[src/pkg/mframe_sync_pkg.sv]
// Constants and types shared by the multiframe sync controller
package mframe_sync_pkg;

  // ------------------------------------------------------------
  // Register byte offsets
  // ------------------------------------------------------------
  localparam logic [7:0] OFS_CONFIG0  = 8'h00;
  localparam logic [7:0] OFS_CONFIG1  = 8'h04;
  localparam logic [7:0] OFS_PCM_MODE = 8'h08;
  localparam logic [7:0] OFS_STATUS   = 8'h0c;

  // ------------------------------------------------------------
  // mframe_sync_config0 fields
  // ------------------------------------------------------------
  localparam int C0_DETECT_EN  = 0;
  localparam int C0_SRC_LO     = 1;
  localparam int C0_GUARD      = 3;
  localparam int C0_MARK_EN    = 4;
  localparam int C0_MARK_REP   = 5;
  localparam int C0_LINE_EN_LO = 6;
  localparam int C0_LINE_REP   = 8;
  localparam int C0_OFFSET_LO  = 9;
  localparam int C0_NT_MODE_LO = 12;
  localparam int C0_WIDTH      = 14;
  localparam logic [C0_WIDTH-1:0] C0_RESET = 14'h0000;

  // ------------------------------------------------------------
  // mframe_sync_config1 and pcm_mode_config0 fields
  // ------------------------------------------------------------
  localparam int C1_DELAY_LO   = 0;
  localparam int C1_WIDTH      = 4;
  localparam logic [C1_WIDTH-1:0] C1_RESET = 4'h0;
  localparam int PM_LONG       = 0;
  localparam int PM_MASTER     = 1;
  localparam int PM_LEN_LO     = 4;
  localparam int PM_WIDTH      = 14;
  localparam logic [PM_WIDTH-1:0] PM_RESET = 14'h09c0;

  // ------------------------------------------------------------
  // Status fields
  // ------------------------------------------------------------
  localparam int ST_COUNT_LO   = 0;
  localparam int ST_WINDOW     = 8;
  localparam int ST_ALIGNED    = 9;

  // ------------------------------------------------------------
  // Counter and timing values
  // ------------------------------------------------------------
  localparam int CNT_W = 6;
  localparam int POS_W = 10;
  localparam int NUM_LINES = 2;
  localparam logic [CNT_W-1:0] CNT_LAST    = 6'h27;
  localparam logic [CNT_W-1:0] GUARD_LONG  = 6'h27;
  localparam logic [CNT_W-1:0] GUARD_SHORT = 6'h07;
  localparam logic [CNT_W-1:0] PERIOD_LONG = 6'h28;
  localparam logic [CNT_W-1:0] PERIOD_SHORT = 6'h08;

  typedef enum logic [1:0] {
    SRC_FRAME_PULSE,
    SRC_SYNC_PIN,
    SRC_PCM_DATA,
    SRC_INTERNAL
  } sync_src_t;

endpackage

[src/design/mframe_sync_ctrl.sv]
// Multiframe/superframe sync controller with APB register access
//
// Notes on behaviour
// - Counter advances per frame, wraps 0..39
// - Detected sync event resets the counter
// - Detection off: counter runs free, outputs continue
// - Resets only when detect enable is one
// - Source: frame pulse, pin, data, internal
// - Sample at delay plus one bit clocks
// - Event only when sample differs from last
// - Window reopens at 39 or 7
// - Resync needs all four conditions together
// - Slave frame aligned at first falling edge only
// - Normal pulse one or two bit clocks
// - Marker frames extend trailing edge one bit clock
// - Marker every 40th or 8th frame
// - Long bit gives early leading edge
// - Long plus marking combine both effects
// - Line sync only enabled and NT mode
// - Line sync driven only when enabled
// - Line sync offset minus four to three
`timescale 1ns/10ps
module mframe_sync_ctrl
  import mframe_sync_pkg::*;
(
  // Clock, reset and enable
  input  wire logic                 pclk,
  input  wire logic                 presetn,
  input  wire logic                 ce,
  // APB slave
  input  wire logic                 psel,
  input  wire logic                 penable,
  input  wire logic                 pwrite,
  input  wire logic [7:0]           paddr,
  input  wire logic [31:0]          pwdata,
  output logic      [31:0]          prdata,
  output logic                      pready,
  output logic                      pslverr,
  // PCM bus pins
  input  wire logic                 bit_clock_io,
  input  wire logic                 frame_pulse_in,
  output logic                      frame_pulse_out,
  output logic                      frame_pulse_oe,
  input  wire logic                 pcm_data_line_one,
  // Sync sources
  input  wire logic                 sync_in_pin,
  input  wire logic                 internal_mframe_sync_in,
  // Line interface sync
  output logic      [NUM_LINES-1:0] line_mframe_sync_out
);

  // ------------------------------------------------------------
  // Registers
  // ------------------------------------------------------------
  logic [C0_WIDTH-1:0] mframe_sync_config0;
  logic [C1_WIDTH-1:0] mframe_sync_config1;
  logic [PM_WIDTH-1:0] pcm_mode_config0;

  logic                 sync_detect_enable;
  sync_src_t            sync_source_select;
  logic                 resync_guard_select;
  logic                 frame_pulse_mark_enable;
  logic                 mark_repeat_select;
  logic [NUM_LINES-1:0] line_sync_out_enable;
  logic                 line_repeat_select;
  logic signed [2:0]    line_offset;
  logic [NUM_LINES-1:0] line_nt_mode;
  logic [3:0]           sync_sample_delay;
  logic                 frame_pulse_long;
  logic                 master_mode;
  logic [POS_W-1:0]     frame_len;

  assign sync_detect_enable      = mframe_sync_config0[C0_DETECT_EN];
  assign sync_source_select      = sync_src_t'(mframe_sync_config0[C0_SRC_LO +: 2]);
  assign resync_guard_select     = mframe_sync_config0[C0_GUARD];
  assign frame_pulse_mark_enable = mframe_sync_config0[C0_MARK_EN];
  assign mark_repeat_select      = mframe_sync_config0[C0_MARK_REP];
  assign line_sync_out_enable    = mframe_sync_config0[C0_LINE_EN_LO +: NUM_LINES];
  assign line_repeat_select      = mframe_sync_config0[C0_LINE_REP];
  assign line_offset             = $signed(mframe_sync_config0[C0_OFFSET_LO +: 3]);
  assign line_nt_mode            = mframe_sync_config0[C0_NT_MODE_LO +: NUM_LINES];
  assign sync_sample_delay       = mframe_sync_config1[C1_DELAY_LO +: 4];
  assign frame_pulse_long        = pcm_mode_config0[PM_LONG];
  assign master_mode             = pcm_mode_config0[PM_MASTER];
  assign frame_len               = pcm_mode_config0[PM_LEN_LO +: POS_W];

  // ------------------------------------------------------------
  // Pin synchronisers
  // ------------------------------------------------------------
  logic [4:0] pins_s;
  logic       bclk_s;
  logic       fp_s;
  logic       data_s;
  logic       pin_s;
  logic       int_s;

  pin_sync #(.W(5)) u_sync (
    .pclk     (pclk),
    .presetn  (presetn),
    .ce       (ce),
    .async_in ({internal_mframe_sync_in, sync_in_pin, pcm_data_line_one,
                frame_pulse_in, bit_clock_io}),
    .sync_out (pins_s)
  );

  assign bclk_s = pins_s[0];
  assign fp_s   = pins_s[1];
  assign data_s = pins_s[2];
  assign pin_s  = pins_s[3];
  assign int_s  = pins_s[4];

  // ------------------------------------------------------------
  // Bit clock edge and frame position
  // ------------------------------------------------------------
  logic             bclk_d;
  logic             bclk_fall;
  logic             fp_at_fall;
  logic             frame_start;
  logic [POS_W-1:0] pos;
  logic [POS_W-1:0] next_pos;

  assign bclk_fall = bclk_d & ~bclk_s;

  // Slave frames align on the first falling edge that sees the pulse
  assign frame_start = bclk_fall &&
                       (master_mode ? (pos == frame_len - 10'h001)
                                    : (fp_s && !fp_at_fall));
  assign next_pos = frame_start ? '0 :
                    (&pos) ? pos : pos + 10'h001;

  always_ff @(posedge pclk or negedge presetn) begin
    if (!presetn) begin
      bclk_d <= 1'b0;
    end else if (ce) begin
      bclk_d <= bclk_s;
    end
  end

  always_ff @(posedge pclk or negedge presetn) begin
    if (!presetn) begin
      pos        <= '0;
      fp_at_fall <= 1'b0;
    end else if (ce && bclk_fall) begin
      pos        <= next_pos;
      fp_at_fall <= fp_s;
    end
  end

  // ------------------------------------------------------------
  // Sync source selection and change detection
  // ------------------------------------------------------------
  logic src_sel;
  logic sample_point;
  logic last_sample;
  logic src_changed;
  logic window_open;
  logic resync;

  always_comb begin
    case (sync_source_select)
      SRC_FRAME_PULSE: src_sel = fp_s;
      SRC_SYNC_PIN:    src_sel = pin_s;
      SRC_PCM_DATA:    src_sel = data_s;
      SRC_INTERNAL:    src_sel = int_s;
      default:         src_sel = fp_s;
    endcase
  end

  // Position becomes delay+1 at this edge
  assign sample_point = bclk_fall && !frame_start &&
                        (pos == {6'h00, sync_sample_delay});
  assign src_changed  = src_sel != last_sample;
  assign resync = sync_detect_enable && window_open &&
                  sample_point && src_changed;

  always_ff @(posedge pclk or negedge presetn) begin
    if (!presetn) begin
      last_sample <= 1'b0;
    end else if (ce && sample_point) begin
      last_sample <= src_sel;
    end
  end

  // ------------------------------------------------------------
  // Frame counter and detection window
  // ------------------------------------------------------------
  logic [CNT_W-1:0] frame_cnt;
  logic [CNT_W-1:0] next_cnt;
  logic [CNT_W-1:0] guard_val;
  logic             aligned;

  assign next_cnt  = (frame_cnt == CNT_LAST) ? '0 : frame_cnt + 6'h01;
  assign guard_val = resync_guard_select ? GUARD_SHORT : GUARD_LONG;

  always_ff @(posedge pclk or negedge presetn) begin
    if (!presetn) begin
      frame_cnt <= '0;
    end else if (ce) begin
      if (resync) begin
        frame_cnt <= '0;
      end else if (frame_start) begin
        frame_cnt <= next_cnt;
      end
    end
  end

  always_ff @(posedge pclk or negedge presetn) begin
    if (!presetn) begin
      window_open <= 1'b1;
    end else if (ce) begin
      if (resync) begin
        window_open <= 1'b0;
      end else if (frame_cnt == guard_val) begin
        window_open <= 1'b1;
      end
    end
  end

  always_ff @(posedge pclk or negedge presetn) begin
    if (!presetn) begin
      aligned <= 1'b0;
    end else if (ce && resync) begin
      aligned <= 1'b1;
    end
  end

  // ------------------------------------------------------------
  // Frame pulse output shaping
  // ------------------------------------------------------------
  logic marker_frame;
  logic next_fp;

  assign marker_frame = mark_repeat_select ? (next_cnt[2:0] == 3'h0)
                                           : (next_cnt == '0);
  always_comb begin
    next_fp = (next_pos == frame_len - 10'h001);
    if (frame_pulse_long && next_pos == frame_len - 10'h002) begin
      next_fp = 1'b1;
    end
    if (frame_pulse_mark_enable && frame_start && marker_frame) begin
      next_fp = 1'b1;
    end
  end

  always_ff @(posedge pclk or negedge presetn) begin
    if (!presetn) begin
      frame_pulse_out <= 1'b0;
    end else if (ce && bclk_fall) begin
      frame_pulse_out <= next_fp;
    end
  end

  assign frame_pulse_oe = master_mode;

  // ------------------------------------------------------------
  // Line interface sync outputs
  // ------------------------------------------------------------
  logic [CNT_W-1:0] line_target;
  logic             line_hit;

  always_comb begin
    line_target = {{3{line_offset[2]}}, line_offset};
    if (line_offset < 0) begin
      line_target = (line_repeat_select ? PERIOD_SHORT : PERIOD_LONG)
                    + {{3{line_offset[2]}}, line_offset};
    end
  end
  assign line_hit = line_repeat_select ? (next_cnt[2:0] == line_target[2:0])
                                       : (next_cnt == line_target);

  genvar li;
  generate
    for (li = 0; li < NUM_LINES; li++) begin : g_line
      always_ff @(posedge pclk or negedge presetn) begin
        if (!presetn) begin
          line_mframe_sync_out[li] <= 1'b0;
        end else if (ce && frame_start) begin
          line_mframe_sync_out[li] <= line_sync_out_enable[li] &&
                                      line_nt_mode[li] && line_hit;
        end
      end
    end
  endgenerate

  // ------------------------------------------------------------
  // APB slave
  // ------------------------------------------------------------
  logic apb_acc;
  logic addr_ok;

  assign apb_acc = psel && penable && ce;
  assign addr_ok = (paddr == OFS_CONFIG0) || (paddr == OFS_CONFIG1) ||
                   (paddr == OFS_PCM_MODE) || (paddr == OFS_STATUS);
  assign pready  = ce;
  assign pslverr = psel && penable && !addr_ok;

  always_ff @(posedge pclk or negedge presetn) begin
    if (!presetn) begin
      mframe_sync_config0 <= C0_RESET;
      mframe_sync_config1 <= C1_RESET;
      pcm_mode_config0    <= PM_RESET;
    end else if (apb_acc && pwrite) begin
      case (paddr)
        OFS_CONFIG0:  mframe_sync_config0 <= pwdata[C0_WIDTH-1:0];
        OFS_CONFIG1:  mframe_sync_config1 <= pwdata[C1_WIDTH-1:0];
        OFS_PCM_MODE: pcm_mode_config0    <= pwdata[PM_WIDTH-1:0];
        default: ;
      endcase
    end
  end

  always_ff @(posedge pclk or negedge presetn) begin
    if (!presetn) begin
      prdata <= 32'h0000_0000;
    end else if (ce && psel && !penable && !pwrite) begin
      prdata <= 32'h0000_0000;
      case (paddr)
        OFS_CONFIG0:  prdata[C0_WIDTH-1:0] <= mframe_sync_config0;
        OFS_CONFIG1:  prdata[C1_WIDTH-1:0] <= mframe_sync_config1;
        OFS_PCM_MODE: prdata[PM_WIDTH-1:0] <= pcm_mode_config0;
        OFS_STATUS: begin
          prdata[ST_COUNT_LO +: CNT_W] <= frame_cnt;
          prdata[ST_WINDOW]            <= window_open;
          prdata[ST_ALIGNED]           <= aligned;
        end
        default: ;
      endcase
    end
  end
endmodule

[src/design/pin_sync.sv]
// Two-stage synchroniser for a group of asynchronous inputs
`timescale 1ns/10ps
module pin_sync #(
  parameter int W = 1
) (
  // Clock, reset and enable
  input  wire logic         pclk,
  input  wire logic         presetn,
  input  wire logic         ce,
  // Data
  input  wire logic [W-1:0] async_in,
  output logic      [W-1:0] sync_out
);

  logic [W-1:0] stage1;

  genvar i;
  generate
    for (i = 0; i < W; i++) begin : g_bit
      always_ff @(posedge pclk or negedge presetn) begin
        if (!presetn) begin
          stage1[i]   <= 1'b0;
          sync_out[i] <= 1'b0;
        end else if (ce) begin
          stage1[i]   <= async_in[i];
          sync_out[i] <= stage1[i];
        end
      end
    end
  endgenerate

endmodule

[config.mk]
export PLATFORM = sky130hd
export DESIGN_NAME = mframe_sync_ctrl
export DESIGN_NICKNAME = d
export VERILOG_FILES = /design/src/pkg/mframe_sync_pkg.sv /design/src/design/mframe_sync_ctrl.sv /design/src/design/pin_sync.sv
export SDC_FILE = /design/constraint.sdc
export NUM_CORES = 1
export LEC_CHECK = 0
export BUFFER_PORTS_ARGS = -buffer_cell sky130_fd_sc_hd__clkbuf_2
export CORE_MARGIN = 5
export CORE_UTILIZATION = 50
export CTS_BUF_LIST = sky130_fd_sc_hd__clkbuf_8
export CTS_CLUSTER_SIZE = 8
export DETAILED_ROUTE_END_ITERATION = 6
export GPL_TIMING_DRIVEN = 0
export PLACE_DENSITY = 0.72
export RECOVER_POWER = 50
export SYNTH_ARGS = -nofsm -noshare
export SYNTH_HDL_FRONTEND = slang
export SYNTH_SLANG_ARGS = --single-unit
[constraint.sdc]
create_clock -name pclk -period 9.6 [get_ports pclk]
set_input_delay 1.92 -clock pclk [delete_from_list [all_inputs] [get_ports pclk]]
set_output_delay 1.92 -clock pclk [all_outputs]
set_load 0.005 [all_outputs]
## After elaboration in Yosys (flattened, before gate mapping)

Cells that the tools add are included.

| storage, ports and cells | value |
|---|---|
| input port bits | 51 |
| register bits after elaboration | 80 |

| cells by class | value |
|---|---|
| bitwise logic cells | 2 |
| $add $sub $neg | 5 |
| $lt $le $gt $ge | 1 |
| reduce and logical (&&, ||, !) cells | 45 |
| eq/ne operators | 15 |
| mux-type cells | 21 |

Operators by type and width:

| kind | count |
|---|---|
| 2-to-1 mux 6 bit | 6 |
| == test 10 bit | 3 |
| logical AND 1 bit | 25 |
| 2-to-1 mux 10 bit | 2 |
| == test 8 x 4 -> 1 bit, second input constant | 2 |
| one-hot mux 4 bit (4 select lines) | 1 |
| == test 6 bit | 2 |
| one-hot mux 2 bit (3 select lines) | 2 |
| adder 10 x 1 -> 10 bit, second input constant | 1 |
| == test 10 x 4 -> 1 bit | 1 |
| AND reduction 10 bit | 1 |
| AND reduction 2 bit | 5 |
| subtractor 10 x 1 -> 10 bit, second input constant | 1 |
| subtractor 10 x 2 -> 10 bit, second input constant | 1 |
| == test 8 x 3 -> 1 bit, second input constant | 1 |
| logical NOT 8 bit | 1 |
| one-hot mux 4 bit (2 select lines) | 1 |
| 2-to-1 mux 1 bit | 7 |
| adder 6 x 1 -> 6 bit, second input constant | 1 |
| adder 6 bit | 1 |
| == test 6 bit, second input constant | 1 |
| logical NOT 6 bit | 1 |
| logical NOT 1 bit | 5 |
| == test 2 bit, second input constant | 2 |
| 12 further kinds | 15 |

## Logic depth before layout (Yosys ltp)

| logic depth | value |
|---|---|
| word-level depth | 11 |
| depth in mapped cells | 13 |
| mapped depth without buffers | 11 |

## Cells and area by module

A second synthesis with hierarchy kept.

| unflattened totals | value |
|---|---|
| cells, all modules | 526 |
| area total of the unflattened synthesis | 5221.3 um^2 |

By module, submodules not included:

| module | cells each | area an instance (um^2) | times used | sequential area each (um^2) |
|---|---|---|---|---|
| mframe_sync_ctrl | 505 | 4809.6 | 1 | 1757.9 |
| pin_sync | 21 | 411.6 | 1 | 250.2 |

## Worst setup path before layout

Ideal clock, no wire load.

| timing path | value |
|---|---|
| path type | input port to output port |
| from | in paddr[5] |
| to | out pslverr |
| cell stages on the path | 3 |
| data arrival time | 2.470 ns |
| data required time | 7.680 ns |
| path buffers | 0 |
| setup slack | 5.210 ns |
| cell sequence | nor4_1 nand2_1 and3_1 |

| between the ends | value |
|---|---|
| cells in the longest elaborated chain, start to end | 6 |
| elaborated cells on any way between the ends | 9 |
| those cells by class | 3 x eq/ne; 6 x reduce/logical |

RTL lines:

| item | RTL line | text |
|---|---|---|
| start, declared | mframe_sync_ctrl.sv:34 | `input wire logic [7:0] paddr,` |
| == test 8 x 3 -> 1 bit or logical NOT 8 bit (tied branches) | mframe_sync_ctrl.sv:292 | `assign addr_ok = (paddr == OFS_CONFIG0) \|\| (paddr == OFS_CONFIG1) \|\|` |
| logical OR 1 bit (2 in a row) | mframe_sync_ctrl.sv:292 |  |
| logical OR 1 bit (*) | mframe_sync_ctrl.sv:293 | `(paddr == OFS_PCM_MODE) \|\| (paddr == OFS_STATUS);` |
| logical NOT 1 bit (*) | mframe_sync_ctrl.sv:295 | `assign pslverr = psel && penable && !addr_ok;` |
| logical AND 1 bit (*) | mframe_sync_ctrl.sv:295 |  |
| end, declared | mframe_sync_ctrl.sv:38 | `output logic pslverr,` |

Every way passes the cells marked *; elsewhere a longest branch is shown, timed or not.

==> results by group <==
Worst setup path
  – WP data arrival: 5.13 ns
  – Setup CP Type: primary input to async pin
  – Slowest CP cell: clkbuf_1
  – Cell Chain, Critical Path: clkbuf_1 > clkbuf_1
  – CP max stage delay: approximately 1.7 ns
  – Startpoint Class: primary input
  – Worst path bufs/invs: 2
  – Cell mode on critical path: clkbuf_1
  – CP delay by family, top: buffers and inverters
  – Worst EP required: about 9.6 ns
  – CP max FO: between 40 and 50
  – Crit path capture type: async pin

Hold path
  – HP Class: flip-flop to flip-flop

Clock network
  – CTS root buffer: clkbuf_8
  – Worst-path clk slew: roughly 0.07 ns
  – Postcts setup bufs: 0
  – Clk buf depth: 2
  – CTS tree: built
  – TritonCTS Buffers: 9
  – Clk_lat worst skew: about 0.39 ns
  – CTS H-Tree Depth: 3
  – Cts repair resizes: 0
  – Hold_buf cts: 0
  – Total clock sinks: 80

Global routing
  – Number of global-route vias before repair: 4295
  – Largest net degree at the start of global routing: 43
  – Gr ovfl total: 0
  – Antenna violations before repair: 0
  – First-pass GRT wire length: about 23 mm
  – GR Util All Layers: about 23%

Synthesis
  – Compound-cell area share of the yosys netlist: 16.0%
  – Async set-reset flop share out of synthesis: between 90% and 100%
  – Synth Area in Adders: ~1.2%
  – Synth Register Bits: 80
  – Synth Cell Area: between 0.005 and 0.006 mm2
  – Post-synth top flop: dfrtp_1
  – Post-synthesis xor/xnor area fraction: approximately 7.7%
  – Synth Area in Simple Gates: between 15 and 20%
  – Avg Cell Area, Syn: just under 10 um2
  – Top cell type's share of synthesized area: a little over a third
  – Seq/Total Area, Yosys: 38.8%
  – YS warnings: 0
  – Cell taking the most area after synthesis: dfrtp_1
  – Top cells by area, synth: dfrtp_1, mux2_2, xnor2_1
  – Largest family of logic cells by synthesized area: simple AND/OR/NAND/NOR gates
  – Post-synthesis mux area share: approximately an eighth
  – Netlist cell types: 74
  – Gate Count Post-Synth: ~530
  – Post-synth EDFFs: 0

Final layout
  – Utilization after layout: a little under three fifths
  – Post-route insts no fill: between 700 and 800
  – Final nets: ~670
  – Layout cells sized above 1: 24.1%
  – Most common cell after layout, fill and taps aside: dfrtp_1
  – Area grow syn2layout: 13.7%
  – Antenna cell count: 0
  – Final Cell Area: 0.00589 mm2
  – Most frequent cells in the layout: dfrtp_1, clkbuf_2, nand2_1

Detailed routing
  – Initial DRC Count: approximately 400
  – Drt wl/cell: roughly 19 um
  – Post-DRT Antenna Nets: 0
  – Via Count: ~4.4k
  – Vias per inst: roughly 5.8
  – First-pass DRT Iterations: 6
  – Total wire length: 14.0 mm
  – DRC: 0

Placed design
  – GP Congestion: just under 1
  – Detailed placer's ending HPWL: ~11 mm
  – I/O Buffers: 51
  – Placed insts: about 740
  – Dpl cell area: 0.00571 mm2

Power
  – PD cells: 166 mW/mm2
  – Peak supply drop: ~0.11 mV
  – P_leak: between 2 and 3 nW

Timing
  – Final hold violation count: 0
  – Max Clock Freq: around 200 MHz
  – Crit path time final: about 5.1 ns
  – Tightest Pin Transition: around 2.3 ns
  – Unrepaired setup endpoints after global routing: false
  – Fin crit share: 53.2%
  – Clock Skew: about 0.021 ns
  – Slew HR: -51.7%
  – Setup TNS: 0 ns
  – Final Setup Violations: 0
  – Fin. max-slew vios: 83

Floorplan
  – Die height: roughly 110 um
  – Die X: 112 um
  – Effective utilization at floorplan: 50.6%
  – I/O pin count: between 80 and 90
  – FP Rows: 37
  – Core area: about 0.010 mm2
  – Die ar.: approximately 0.012 mm2

Run status
  – Status: complete, but fails checks
  – Failing checks: capacitance limit, slew limit

Job
  – Max Cap Violations: 2
==> through the flow <==
stage,setup WS [ns],hold slack (ns),total power [mW]
after floorplan,5.21,0.435,0.613
after global placement,4.58,0.458,0.691
after detailed placement,4.97,0.457,0.699
after CTS,4.97,0.482,0.973
after global routing,3.60,0.523,1.03
final,4.49,0.477,0.975
==> report_power, final <==
part | switching, mW | internal, mW | total, mW
Clock | 0.132 | 0.143 | 0.274
Combinational | 0.190 | 0.119 | 0.309
Sequential | 0.0260 | 0.365 | 0.391
Total | 0.347 | 0.627 | 0.975
==> kinds of logic (layout without fill, tap and decap cells) <==
group / count (synthesis) / after routing
buf+inv: 64 / 133
compound gates: 117 / 117
flops: 80 / 80
fa+ha+maj: 5 / 5
mux: 57 / 57
xor+xnor: 44 / 44
other cells: 1 / 18
simple gates: 161 / 161
==> registers in the layout, summed over array words and instances (netlist names), 2 cells and up <==
register              count
mframe_sync_config0      14
pcm_mode_config0         14
prdata                   14
pos                      10
frame_cnt                 6
u_sync.stage1             5
u_sync.sync_out           5
mframe_sync_config1       4
line_mframe_sync_out      2
==> synth_stat cells, drive strengths merged (6+ instances only) <==
cell / n
and3: 7
mux2i: 12
buf: 23
dfrtp: 75
xnor2: 23
o22ai: 6
nand3: 17
a22o: 8
nor3b: 7
clkbuf: 32
inv: 9
nor3: 12
xor2: 20
o31ai: 17
o21ai: 34
a21oi: 12
nor2: 33
nand2: 48
mux2: 40
==> final cells by class <==
cell class	count	area [um2]
Fill cell	898	4340
Multi-Input combinational cell	402	2910
Sequential cell	80	2010
Buffer	55	295
Timing Repair Buffer	53	267
Tap cell	136	170
Clock buffer	9	124
Clock inverter	7	81.3
Inverter	9	33.8
==> final timing paths <==
kind	from	end	slack, ns	cells after the start
min in group asynchronous	presetn	frame_cnt[3]	2.13	1
max in group pclk	paddr[5]	pslverr	4.97	5
max reg2reg	pcm_mode_config0[5]	line_mframe_sync_out[0]	5.75	10
min	prdata[10]	prdata[10]	0.48	2
min reg2reg	prdata[10]	prdata[10]	0.48	2
max	presetn	mframe_sync_config0[13]	4.49	2
==> routing by layer <==
metal	global-route usage (%)	routed length [um]	vias up
met1	30.4	6180	2123
met3	5.16	931	26
met2	36.5	6670	171
li1	-	-	2051
met4	6.97	229	0
met5	0	0	-
Power figures use the tool's default switching activity.
